## config.mk

```make
export PLATFORM = sky130hd
export DESIGN_NAME = scg_sleep_ctrl
export DESIGN_NICKNAME = d
export VERILOG_FILES = /design/src/scg_pkg.sv /design/src/scg_wake_timer.sv /design/src/scg_sleep_ctrl.sv
export SDC_FILE = /design/constraint.sdc
export NUM_CORES = 1
export LEC_CHECK = 0
export BUFFER_PORTS_ARGS = -buffer_cell sky130_fd_sc_hd__buf_2
export CAP_MARGIN = 20
export CORE_UTILIZATION = 50
export DETAILED_ROUTE_END_ITERATION = 16
export PLACE_DENSITY = 0.78
export SLEW_MARGIN = 20
export SYNTH_ARGS = -nofsm -noshare
export SYNTH_HDL_FRONTEND = slang
export SYNTH_SLANG_ARGS = --single-unit
```

## constraint.sdc

```tcl
create_clock -name ref_clk_in -period 3.2 [get_ports ref_clk_in]
set_input_delay 0.32 -clock ref_clk_in [delete_from_list [all_inputs] [get_ports ref_clk_in]]
set_output_delay 0.32 -clock ref_clk_in [all_outputs]
set_load 0.02 [all_outputs]
```

## src/scg_pkg.sv

```systemverilog
// package: constants and types of the sleep clock gating block
// assumes: one 20 MHz clock, core and peripherals outside
package scg_pkg;

   // ****************************************
   // widths, positions and counts
   // ****************************************
   localparam int unsigned TIMER_W = 24;
   localparam int unsigned PERIPH_N = 8;
   localparam logic [1:0] WAKE_HALT_CYC = 2'h3; // four cycles, counted 3..0
   localparam logic [TIMER_W-1:0] STANDBY_WAKE_CYC = 24'h000006;
   localparam logic [PERIPH_N-1:0] PERIPH_STOP_RESET = 8'h00;
   localparam int unsigned PS_ADC = 0;
   localparam int unsigned PS_RSVD = 4;
   localparam int unsigned PS_TIMER2 = 6;

   // ****************************************
   // modes and states
   // ****************************************
   typedef enum logic [2:0]
   {
      MODE_IDLE = 3'h0,
      MODE_ADC_NR = 3'h1,
      MODE_PWR_DOWN = 3'h2,
      MODE_PWR_SAVE = 3'h3,
      MODE_STANDBY = 3'h6
   } scg_mode_t;

   // gray along active, sleep, start-up, halt
   typedef enum logic [1:0]
   {
      ST_ACTIVE = 2'h0,
      ST_SLEEP = 2'h1,
      ST_STARTUP = 2'h3,
      ST_HALT = 2'h2
   } scg_state_t;

   // ****************************************
   // carriers
   // ****************************************
   typedef struct packed
   {
      logic reset_req;
      logic ext_a;
      logic ext_b;
      logic pin_change;
      logic twi_match;
      logic t2_ovf;
      logic t2_cmp;
      logic spm_ready;
      logic adc_done;
      logic wdt_irq;
      logic irq_any;
   } scg_wake_src_t;

   typedef struct packed
   {
      logic cpu;
      logic flash;
      logic io;
      logic adc;
      logic asy;
      logic main_osc;
      logic timer_osc;
      logic t2_sync;
   } scg_clk_en_t;

endpackage : scg_pkg

```

## src/scg_wake_timer.sv

```systemverilog
// file: start-up delay down-counter for the wake path
// assumes: load is a one-cycle pulse on the same clock
`timescale 1ns/1ps

module scg_wake_timer
#(
   parameter int unsigned WIDTH = 24
)
(
   // clock and reset
   input wire logic ref_clk_in,
   input wire logic reset_in,
   input wire logic clk_en_in,
   // control
   input wire logic load_in,
   input wire logic [WIDTH-1:0] load_val_in,
   // status
   output logic busy_out,
   output logic done_out
);

   logic [WIDTH-1:0] count_q;

   // counts load_val cycles, then one done pulse
   always_ff @(posedge ref_clk_in)
   begin
      if (reset_in)
      begin
         count_q <= '0;
         busy_out <= 1'b0;
         done_out <= 1'b0;
      end
      else if (clk_en_in)
      begin
         done_out <= 1'b0;
         if (load_in)
         begin
            count_q <= load_val_in;
            busy_out <= 1'b1;
         end
         else if (busy_out)
         begin
            // a zero load ends like a load of one
            if (count_q <= WIDTH'(1))
            begin
               busy_out <= 1'b0;
               done_out <= 1'b1;
            end
            count_q <= count_q - WIDTH'(1);
         end
      end
   end

endmodule : scg_wake_timer

```

## src/scg_sleep_ctrl.sv

```systemverilog
// file: sleep mode sequencer and clock gate controller
// assumes: wake sources arrive from other domains, core
// signals and fuse straps are on ref_clk_in
`timescale 1ns/1ps

module scg_sleep_ctrl
#(
   // start-up delays chosen by the clock source fuses
   parameter logic [scg_pkg::TIMER_W-1:0] STARTUP_CYC_0 = 24'h000400,
   parameter logic [scg_pkg::TIMER_W-1:0] STARTUP_CYC_1 = 24'h004000,
   parameter logic [scg_pkg::TIMER_W-1:0] STARTUP_CYC_2 = 24'h010000,
   parameter logic [scg_pkg::TIMER_W-1:0] STARTUP_CYC_3 = 24'h020000
)
(
   // clock and reset
   input wire logic ref_clk_in,
   input wire logic reset_in,
   input wire logic clk_en_in,
   // core side
   input wire logic sleep_permit_in,
   input wire logic [2:0] sleep_mode_select_in,
   input wire logic sleep_instr_in,
   input wire logic global_irq_en_in,
   input wire logic [1:0] timer2_irq_mask_in,
   input wire logic [3:0] clock_source_select_fuses_in,
   input wire logic crystal_option_in,
   // peripheral configuration
   input wire logic adc_enable_in,
   input wire logic timer2_enable_in,
   input wire logic timer2_async_in,
   input wire logic [1:0] ext_level_sense_in,
   input wire logic [scg_pkg::PERIPH_N-1:0] peripheral_clock_stop_register_in,
   // wake sources, asynchronous
   input wire scg_pkg::scg_wake_src_t wake_src_in,
   // clock gates
   output scg_pkg::scg_clk_en_t clk_gate_out,
   output logic [scg_pkg::PERIPH_N-1:0] periph_clk_en_out,
   output logic [scg_pkg::PERIPH_N-1:0] periph_access_en_out,
   // core control
   output logic core_stall_out,
   output logic irq_service_out,
   output logic reset_wake_out,
   output logic adc_start_out,
   output logic sleeping_out,
   output logic [2:0] sleep_mode_out
);

   import scg_pkg::*;

   // ****************************************
   // decoding functions
   // ****************************************

   // legal codes only; standby also needs a crystal
   function automatic logic mode_legal(input logic [2:0] sel, input logic xtal);
      logic ok;
      ok = 1'b0;
      case (sel)
         3'h0, 3'h1, 3'h2, 3'h3: ok = 1'b1;
         3'h6: ok = xtal;
         default: ok = 1'b0;
      endcase
      return ok;
   endfunction : mode_legal

   // clock gates held while asleep in a mode
   function automatic scg_clk_en_t sleep_clocks(input scg_mode_t m, input logic t2_en,
                                                input logic t2_async);
      scg_clk_en_t c;
      c = '0;
      unique case (m)
         MODE_IDLE:
         begin
            c.io = 1'b1;
            c.adc = 1'b1;
            c.asy = 1'b1;
            c.main_osc = 1'b1;
            c.timer_osc = t2_async;
            c.t2_sync = 1'b1;
         end
         MODE_ADC_NR:
         begin
            c.adc = 1'b1;
            c.asy = 1'b1;
            c.main_osc = 1'b1;
            c.timer_osc = t2_async;
            c.t2_sync = 1'b1;
         end
         MODE_PWR_SAVE:
         begin
            c.asy = t2_en;
            c.timer_osc = t2_en & t2_async;
            c.main_osc = t2_en & ~t2_async;
            c.t2_sync = t2_en & ~t2_async;
         end
         MODE_STANDBY:
            c.main_osc = 1'b1;
         MODE_PWR_DOWN:
            c = '0;
      endcase
      return c;
   endfunction : sleep_clocks

   // ****************************************
   // wake source synchroniser
   // ****************************************
   scg_wake_src_t wake_meta_q;
   scg_wake_src_t wake_q;

   always_ff @(posedge ref_clk_in)
   begin
      if (reset_in)
      begin
         wake_meta_q <= '0;
         wake_q <= '0;
      end
      else if (clk_en_in)
      begin
         wake_meta_q <= wake_src_in;
         wake_q <= wake_meta_q;
      end
   end

   // ****************************************
   // wake qualification
   // ****************************************
   scg_state_t state_q;
   scg_mode_t mode_q;
   logic [1:0] halt_cnt_q;
   logic ext_level;
   logic t2_wake;
   logic deep_wake;
   logic wake_ok;
   logic enter_sleep;
   logic need_startup;
   logic [TIMER_W-1:0] startup_val;
   logic timer_busy;
   logic timer_done;

   // edge-sensed external pins never end deep sleep
   assign ext_level = (wake_q.ext_a & ext_level_sense_in[0]) |
                      (wake_q.ext_b & ext_level_sense_in[1]);
   // timer2 wake needs its mask bit and global enable
   assign t2_wake = global_irq_en_in & timer2_enable_in &
                    ((wake_q.t2_ovf & timer2_irq_mask_in[0]) |
                     (wake_q.t2_cmp & timer2_irq_mask_in[1]));
   // common set of power-down wake sources
   assign deep_wake = wake_q.reset_req | wake_q.wdt_irq | wake_q.twi_match |
                      ext_level | wake_q.pin_change;

   always_comb
   begin
      wake_ok = 1'b0;
      unique case (mode_q)
         MODE_IDLE:
            wake_ok = wake_q.irq_any | wake_q.reset_req;
         MODE_ADC_NR:
            wake_ok = deep_wake | wake_q.adc_done | wake_q.spm_ready |
                      t2_wake;
         MODE_PWR_SAVE:
            wake_ok = deep_wake | t2_wake;
         MODE_PWR_DOWN, MODE_STANDBY:
            wake_ok = deep_wake;
      endcase
   end

   // ****************************************
   // entry and start-up selection
   // ****************************************

   // reserved codes simply leave the core running
   assign enter_sleep = (state_q == ST_ACTIVE) & sleep_instr_in & sleep_permit_in &
                        mode_legal(sleep_mode_select_in, crystal_option_in);
   // only power-down, power-save and standby wait for a start-up
   assign need_startup = (mode_q == MODE_PWR_DOWN) | (mode_q == MODE_PWR_SAVE) |
                         (mode_q == MODE_STANDBY);

   // start-up delay follows the clock source select fuses; standby uses its fixed count
   always_comb
   begin
      startup_val = STARTUP_CYC_0;
      if (mode_q == MODE_STANDBY)
         startup_val = STANDBY_WAKE_CYC;
      else
      begin
         unique case (clock_source_select_fuses_in[1:0])
            2'h0: startup_val = STARTUP_CYC_0;
            2'h1: startup_val = STARTUP_CYC_1;
            2'h2: startup_val = STARTUP_CYC_2;
            2'h3: startup_val = STARTUP_CYC_3;
         endcase
      end
   end

   scg_wake_timer #(.WIDTH(TIMER_W)) u_wake_timer
   (
      .ref_clk_in(ref_clk_in),
      .reset_in(reset_in),
      .clk_en_in(clk_en_in),
      .load_in((state_q == ST_SLEEP) & wake_ok & ~wake_q.reset_req & need_startup),
      // done is registered, so load one short to keep the start-up phase at exactly N cycles
      .load_val_in(startup_val - TIMER_W'(1)),
      .busy_out(timer_busy),
      .done_out(timer_done)
   );

   // ****************************************
   // sleep sequencer
   // ****************************************
   always_ff @(posedge ref_clk_in)
   begin
      if (reset_in)
      begin
         state_q <= ST_ACTIVE;
         mode_q <= MODE_IDLE;
         halt_cnt_q <= 2'h0;
      end
      else if (clk_en_in)
      begin
         unique case (state_q)
            ST_ACTIVE:
               if (enter_sleep)
               begin
                  state_q <= ST_SLEEP;
                  mode_q <= scg_mode_t'(sleep_mode_select_in);
               end
            ST_SLEEP:
               if (wake_q.reset_req)
                  state_q <= ST_ACTIVE; // reset vector takes over
               else if (wake_ok & need_startup)
                  state_q <= ST_STARTUP;
               else if (wake_ok)
               begin
                  state_q <= ST_HALT;
                  halt_cnt_q <= WAKE_HALT_CYC;
               end
            ST_STARTUP:
               if (timer_done)
               begin
                  state_q <= ST_HALT;
                  halt_cnt_q <= WAKE_HALT_CYC;
               end
            ST_HALT:
               if (halt_cnt_q == 2'h0)
                  state_q <= ST_ACTIVE;
               else
                  halt_cnt_q <= halt_cnt_q - 2'h1;
         endcase
      end
   end

   // ****************************************
   // clock gates
   // ****************************************
   scg_clk_en_t clk_gate_d;
   logic [PERIPH_N-1:0] periph_en_d;

   always_comb
   begin
      clk_gate_d = '1;
      clk_gate_d.timer_osc = timer2_async_in;
      unique case (state_q)
         ST_SLEEP:
            clk_gate_d = sleep_clocks(mode_q, timer2_enable_in, timer2_async_in);
         ST_STARTUP:
         begin
            // only main_osc, and timer_osc for asynchronous timer2, runs while it settles
            clk_gate_d = '0;
            clk_gate_d.main_osc = 1'b1;
            clk_gate_d.timer_osc = timer2_async_in;
         end
         ST_ACTIVE, ST_HALT:
            clk_gate_d.cpu = 1'b1;
      endcase
   end

   // deep modes gate io, so io stop bits only matter awake or idle; adc and sync timer2 bits also matter in modes keeping those clocks
   for (genvar i = 0; i < PERIPH_N; i++)
   begin : g_periph
      if (i == PS_RSVD)
      begin : g_rsvd
         assign periph_en_d[i] = 1'b0;
      end
      else if (i == PS_ADC)
      begin : g_adc
         assign periph_en_d[i] = clk_gate_d.adc & ~peripheral_clock_stop_register_in[i];
      end
      else if (i == PS_TIMER2)
      begin : g_t2
         // asynchronous timer2 ignores the stop bit
         assign periph_en_d[i] = timer2_async_in ? clk_gate_d.asy :
                                 (clk_gate_d.t2_sync & ~peripheral_clock_stop_register_in[i]);
      end
      else
      begin : g_io
         assign periph_en_d[i] = clk_gate_d.io & ~peripheral_clock_stop_register_in[i];
      end
   end

   // stopped clock freezes state, so clearing the bit resumes it
   always_ff @(posedge ref_clk_in)
   begin
      if (reset_in)
      begin
         clk_gate_out <= '1;
         periph_clk_en_out <= ~PERIPH_STOP_RESET;
         periph_access_en_out <= ~PERIPH_STOP_RESET;
      end
      else if (clk_en_in)
      begin
         clk_gate_out <= clk_gate_d;
         periph_clk_en_out <= periph_en_d;
         periph_access_en_out <= ~peripheral_clock_stop_register_in;
      end
   end

   // ****************************************
   // core control pulses and levels
   // ****************************************
   always_ff @(posedge ref_clk_in)
   begin
      if (reset_in)
      begin
         core_stall_out <= 1'b0;
         irq_service_out <= 1'b0;
         reset_wake_out <= 1'b0;
         adc_start_out <= 1'b0;
         sleeping_out <= 1'b0;
         sleep_mode_out <= 3'h0;
      end
      else if (clk_en_in)
      begin
         core_stall_out <= (state_q != ST_ACTIVE) | enter_sleep;
         irq_service_out <= (state_q == ST_HALT) & (halt_cnt_q == 2'h0);
         reset_wake_out <= (state_q == ST_SLEEP) & wake_q.reset_req;
         // conversion starts on entry to idle or noise reduction, one cycle before the sleep clock gates
         adc_start_out <= enter_sleep & adc_enable_in &
                          (sleep_mode_select_in[2:1] == 2'h0);
         sleeping_out <= (state_q == ST_SLEEP);
         sleep_mode_out <= mode_q;
      end
   end
endmodule : scg_sleep_ctrl

```

==> reports/qor.yml <==
synth_edf_count: 0
final_common_cell: "dfxtp_1"
die_x_um: 92.0
clk_pin_slew_worst_paths_ns: 0.10
yosysUniqueCellTypes: 63
yosysTopAreaCell: "dfxtp_1"
finalHoldViolations: 0
antenna_found_initial: 0
cp-start-kind: "flop"
cts_buffers: 9
finalNetCount: 567
holdPathStages: 2
pre_cts_slack_ns: 0.756
synth_cells: 467
setup_viol: 0
power.internal_mw: 1.70
clkLatencyLatePin_ns: 0.37
die-area_um2: 8470
start_util_pct: 52.2
crit_path_max_fanout: 20
post_cts_buffers: 0
fmax_mhz: 400
wl_per_cell_um: 15.3
dr.pass1.iters: 5
status: "finished, final reports clean"
layout_setup_ws_ns: 0.700
min_period_ns: 2.50
area_growth_pct: 15.6
design_area_um2: 4690
path_class: "reg -> reg"
fin_cells: 631
synthesis.nets: 510
viasPerCell: 6.01
dpl_cell_area_um2: 4460
hold_buffers: 0
dpl.hpwl_mm: 6.70
r2r_cells: 5
worst_pin_slew_ns: 0.828
seq_area_frac_synth_pct: 43.0
overflow: 0
groute.usage.overall_pct: 23.8
r2r-end: "u_wake_timer.count_q[19]$_SDFFE_PP0P_"
worstHoldEndpoint: "periph_clk_en_out[1]$_SDFFE_PP1P_"
async_reset_ff_share_pct: 0
first_global_vias: 3536
holdWs_ns: 0.138
syn_avg_cell_area_um2: 8.68
clkPwrFrac_pct: 37.4
cts_resized: 0
syn_area_um2: 4050
wl_mm: 9.68
remaining_drc_errors: 0
cts_max_path_buffers: 2
core_area_um2: 7770
yosys-top-cells-area: "dfxtp_1, mux2i_1, a21oi_1"
maxCapViolations: 0
clock_sinks: 87
p_leak_nw: 1.94
r2r_slack_ns: 0.70
timing.slew.headroom_pct: 44.8
io_pins: 72
cts_htree_levels: 3
layout-drive-gt1-share_pct: 19.5
end_kind: "flop"
grt_pass1_wl_mm: 16.3
drtIter0Drc: 323
synth_top_area_share_pct: 43.0
vdd_drop_max_mv: 0.483
worstPathArrival_ns: 2.80
r2r_start: "state_q[0]$_SDFFE_PP0P_"
final_cell_mix: "dfxtp_1, buf_2, nor2_1"
die_h_um: 92.0
ys_warn_count: 0
synth_seq_cells: 87
skew_ns: 0.0103
portBuffers: 69
grt_max_degree: 33
cts_tree: "done"
rsz0062_at_grt: "no"
sequentialPowerShare_pct: 49.4
dp.cells: 615
ys.flop_type: "dfxtp_1"
power_density_nw_per_um2: 506
vias: 3790
hp-start: "peripheral_clock_stop_register_in[1]"
hold_class: "in -> reg"
period_share_pct: 78.1
power_switching_mw: 0.671
cts_root_buffer: "clkbuf_8"
fin_setup_tns_ns: 0
share_comb_of_total_power_pct: 13.2
place.gp.congestion: 0.876
rows: 32
slew_viol_final: 0
required_ns: 3.50
diodes: 0
ant_nets: 0
p_sw_share_pct: 28.3
-- Yosys cell counts, types with 3 or more instances --
library cell / count
clkbuf_1: 20
a22oi_1: 3
buf_1: 3
a21oi_1: 36
nand4_1: 5
o211ai_1: 3
or3_1: 3
nand2_1: 33
a21o_1: 3
nand3_1: 6
and2_1: 3
nor2_1: 46
o31ai_1: 17
nand2b_1: 13
or4_1: 10
a211o_1: 9
and3_1: 3
a211oi_1: 5
inv_1: 19
or2_2: 5
nor3b_1: 3
mux2i_1: 27
buf_2: 7
o2111ai_1: 4
nor3_1: 7
dfxtp_1: 87
a31oi_1: 7
nor2b_1: 6
nor4_1: 6
a311oi_1: 3
o21ai_0: 19
ha_1: 3
-- final cells by class --
cell class	instances	area (µm²)
inverter	20	75.1
multi-input combinational	329	2110
timing repair buffer	77	405
sequential	87	1740
clock inverter	7	104
tap	102	128
fill	698	3080
clock buffer	9	124
-- how the worst max path moves through the flow --
stage / from / endpoint / slack, ns / cells past startpoint
after detailed placement: state_q[0]$_SDFFE_PP0P_ / u_wake_timer.count_q[21]$_SDFFE_PP0P_ / 0.76 / 5
after CTS: state_q[0]$_SDFFE_PP0P_ / u_wake_timer.count_q[21]$_SDFFE_PP0P_ / 0.72 / 5
after global routing: state_q[0]$_SDFFE_PP0P_ / u_wake_timer.count_q[20]$_SDFFE_PP0P_ / 0.52 / 5
after floorplan: u_wake_timer.count_q[2]$_SDFFE_PP0P_ / u_wake_timer.count_q[13]$_SDFFE_PP0P_ / 1.20 / 5
final: state_q[0]$_SDFFE_PP0P_ / u_wake_timer.count_q[19]$_SDFFE_PP0P_ / 0.70 / 5
after global placement: state_q[0]$_SDFFE_PP0P_ / u_wake_timer.count_q[23]$_SDFFE_PP0P_ / 0.82 / 5
-- cell families (layout without fill, tap and decap cells) --
| family | after synthesis | in the layout | share of synthesized area [%] |
|---|---|---|---|
| compound gates | 140 | 140 | 24.0 |
| xor+xnor | 2 | 2 | 0.432 |
| mux | 27 | 27 | 6.67 |
| simple gates | 157 | 157 | 20.0 |
| buf+inv | 51 | 113 | 4.97 |
| flops | 87 | 87 | 43.0 |
| fa+ha+maj | 3 | 3 | 0.926 |
-- power by group through the flow --
stage          combinational, mW  sequential, mW  clock, mW
2_1_floorplan              0.204            1.21          0
3_3_place_gp               0.302            1.19          0
3_5_place_dp               0.310            1.20          0
4_1_cts                    0.311            1.17      0.897
5_1_grt                    0.349            1.18      0.940
6_report                   0.313            1.17      0.887
-- per-layer routing --
metal	vias up	GRT usage [%]	part of all wire, %
li1	1844	-	-
met1	1773	31.8	45
met2	157	37.7	47
met3	16	5.39	6.4
met4	0	8.33	1.4
met5	-	0	0
-- critical path: stages (launching register included) --
cell      delay, ns
dfxtp_1        0.62
nor3b_1        0.46
and2_1         0.25
o221ai_2       0.34
or4_1          0.62
a21oi_1        0.14
-- state kept, by name, indices dropped and copies added, names as in the netlist --
signal and cells:
adc_start_out 1, clk_gate_out 8, core_stall_out 1, halt_cnt_q 2
irq_service_out 1, mode_q 3, periph_access_en_out 8, periph_clk_en_out 8
reset_wake_out 1, sleep_mode_out 3, sleeping_out 1, state_q 2
u_wake_timer.busy_out 1, u_wake_timer.count_q 24, u_wake_timer.done_out 1, wake_meta_q 11
wake_q 11
-- per-stage QoR --
stage          total power, mW  util [%]
2_1_floorplan             1.41         -
3_3_place_gp              1.50      57.4
3_5_place_dp              1.51      57.4
4_1_cts                   2.38      60.4
5_1_grt                   2.47      60.4
6_report                  2.37      60.4
Note: power is estimated with default switching activity, not from simulation.
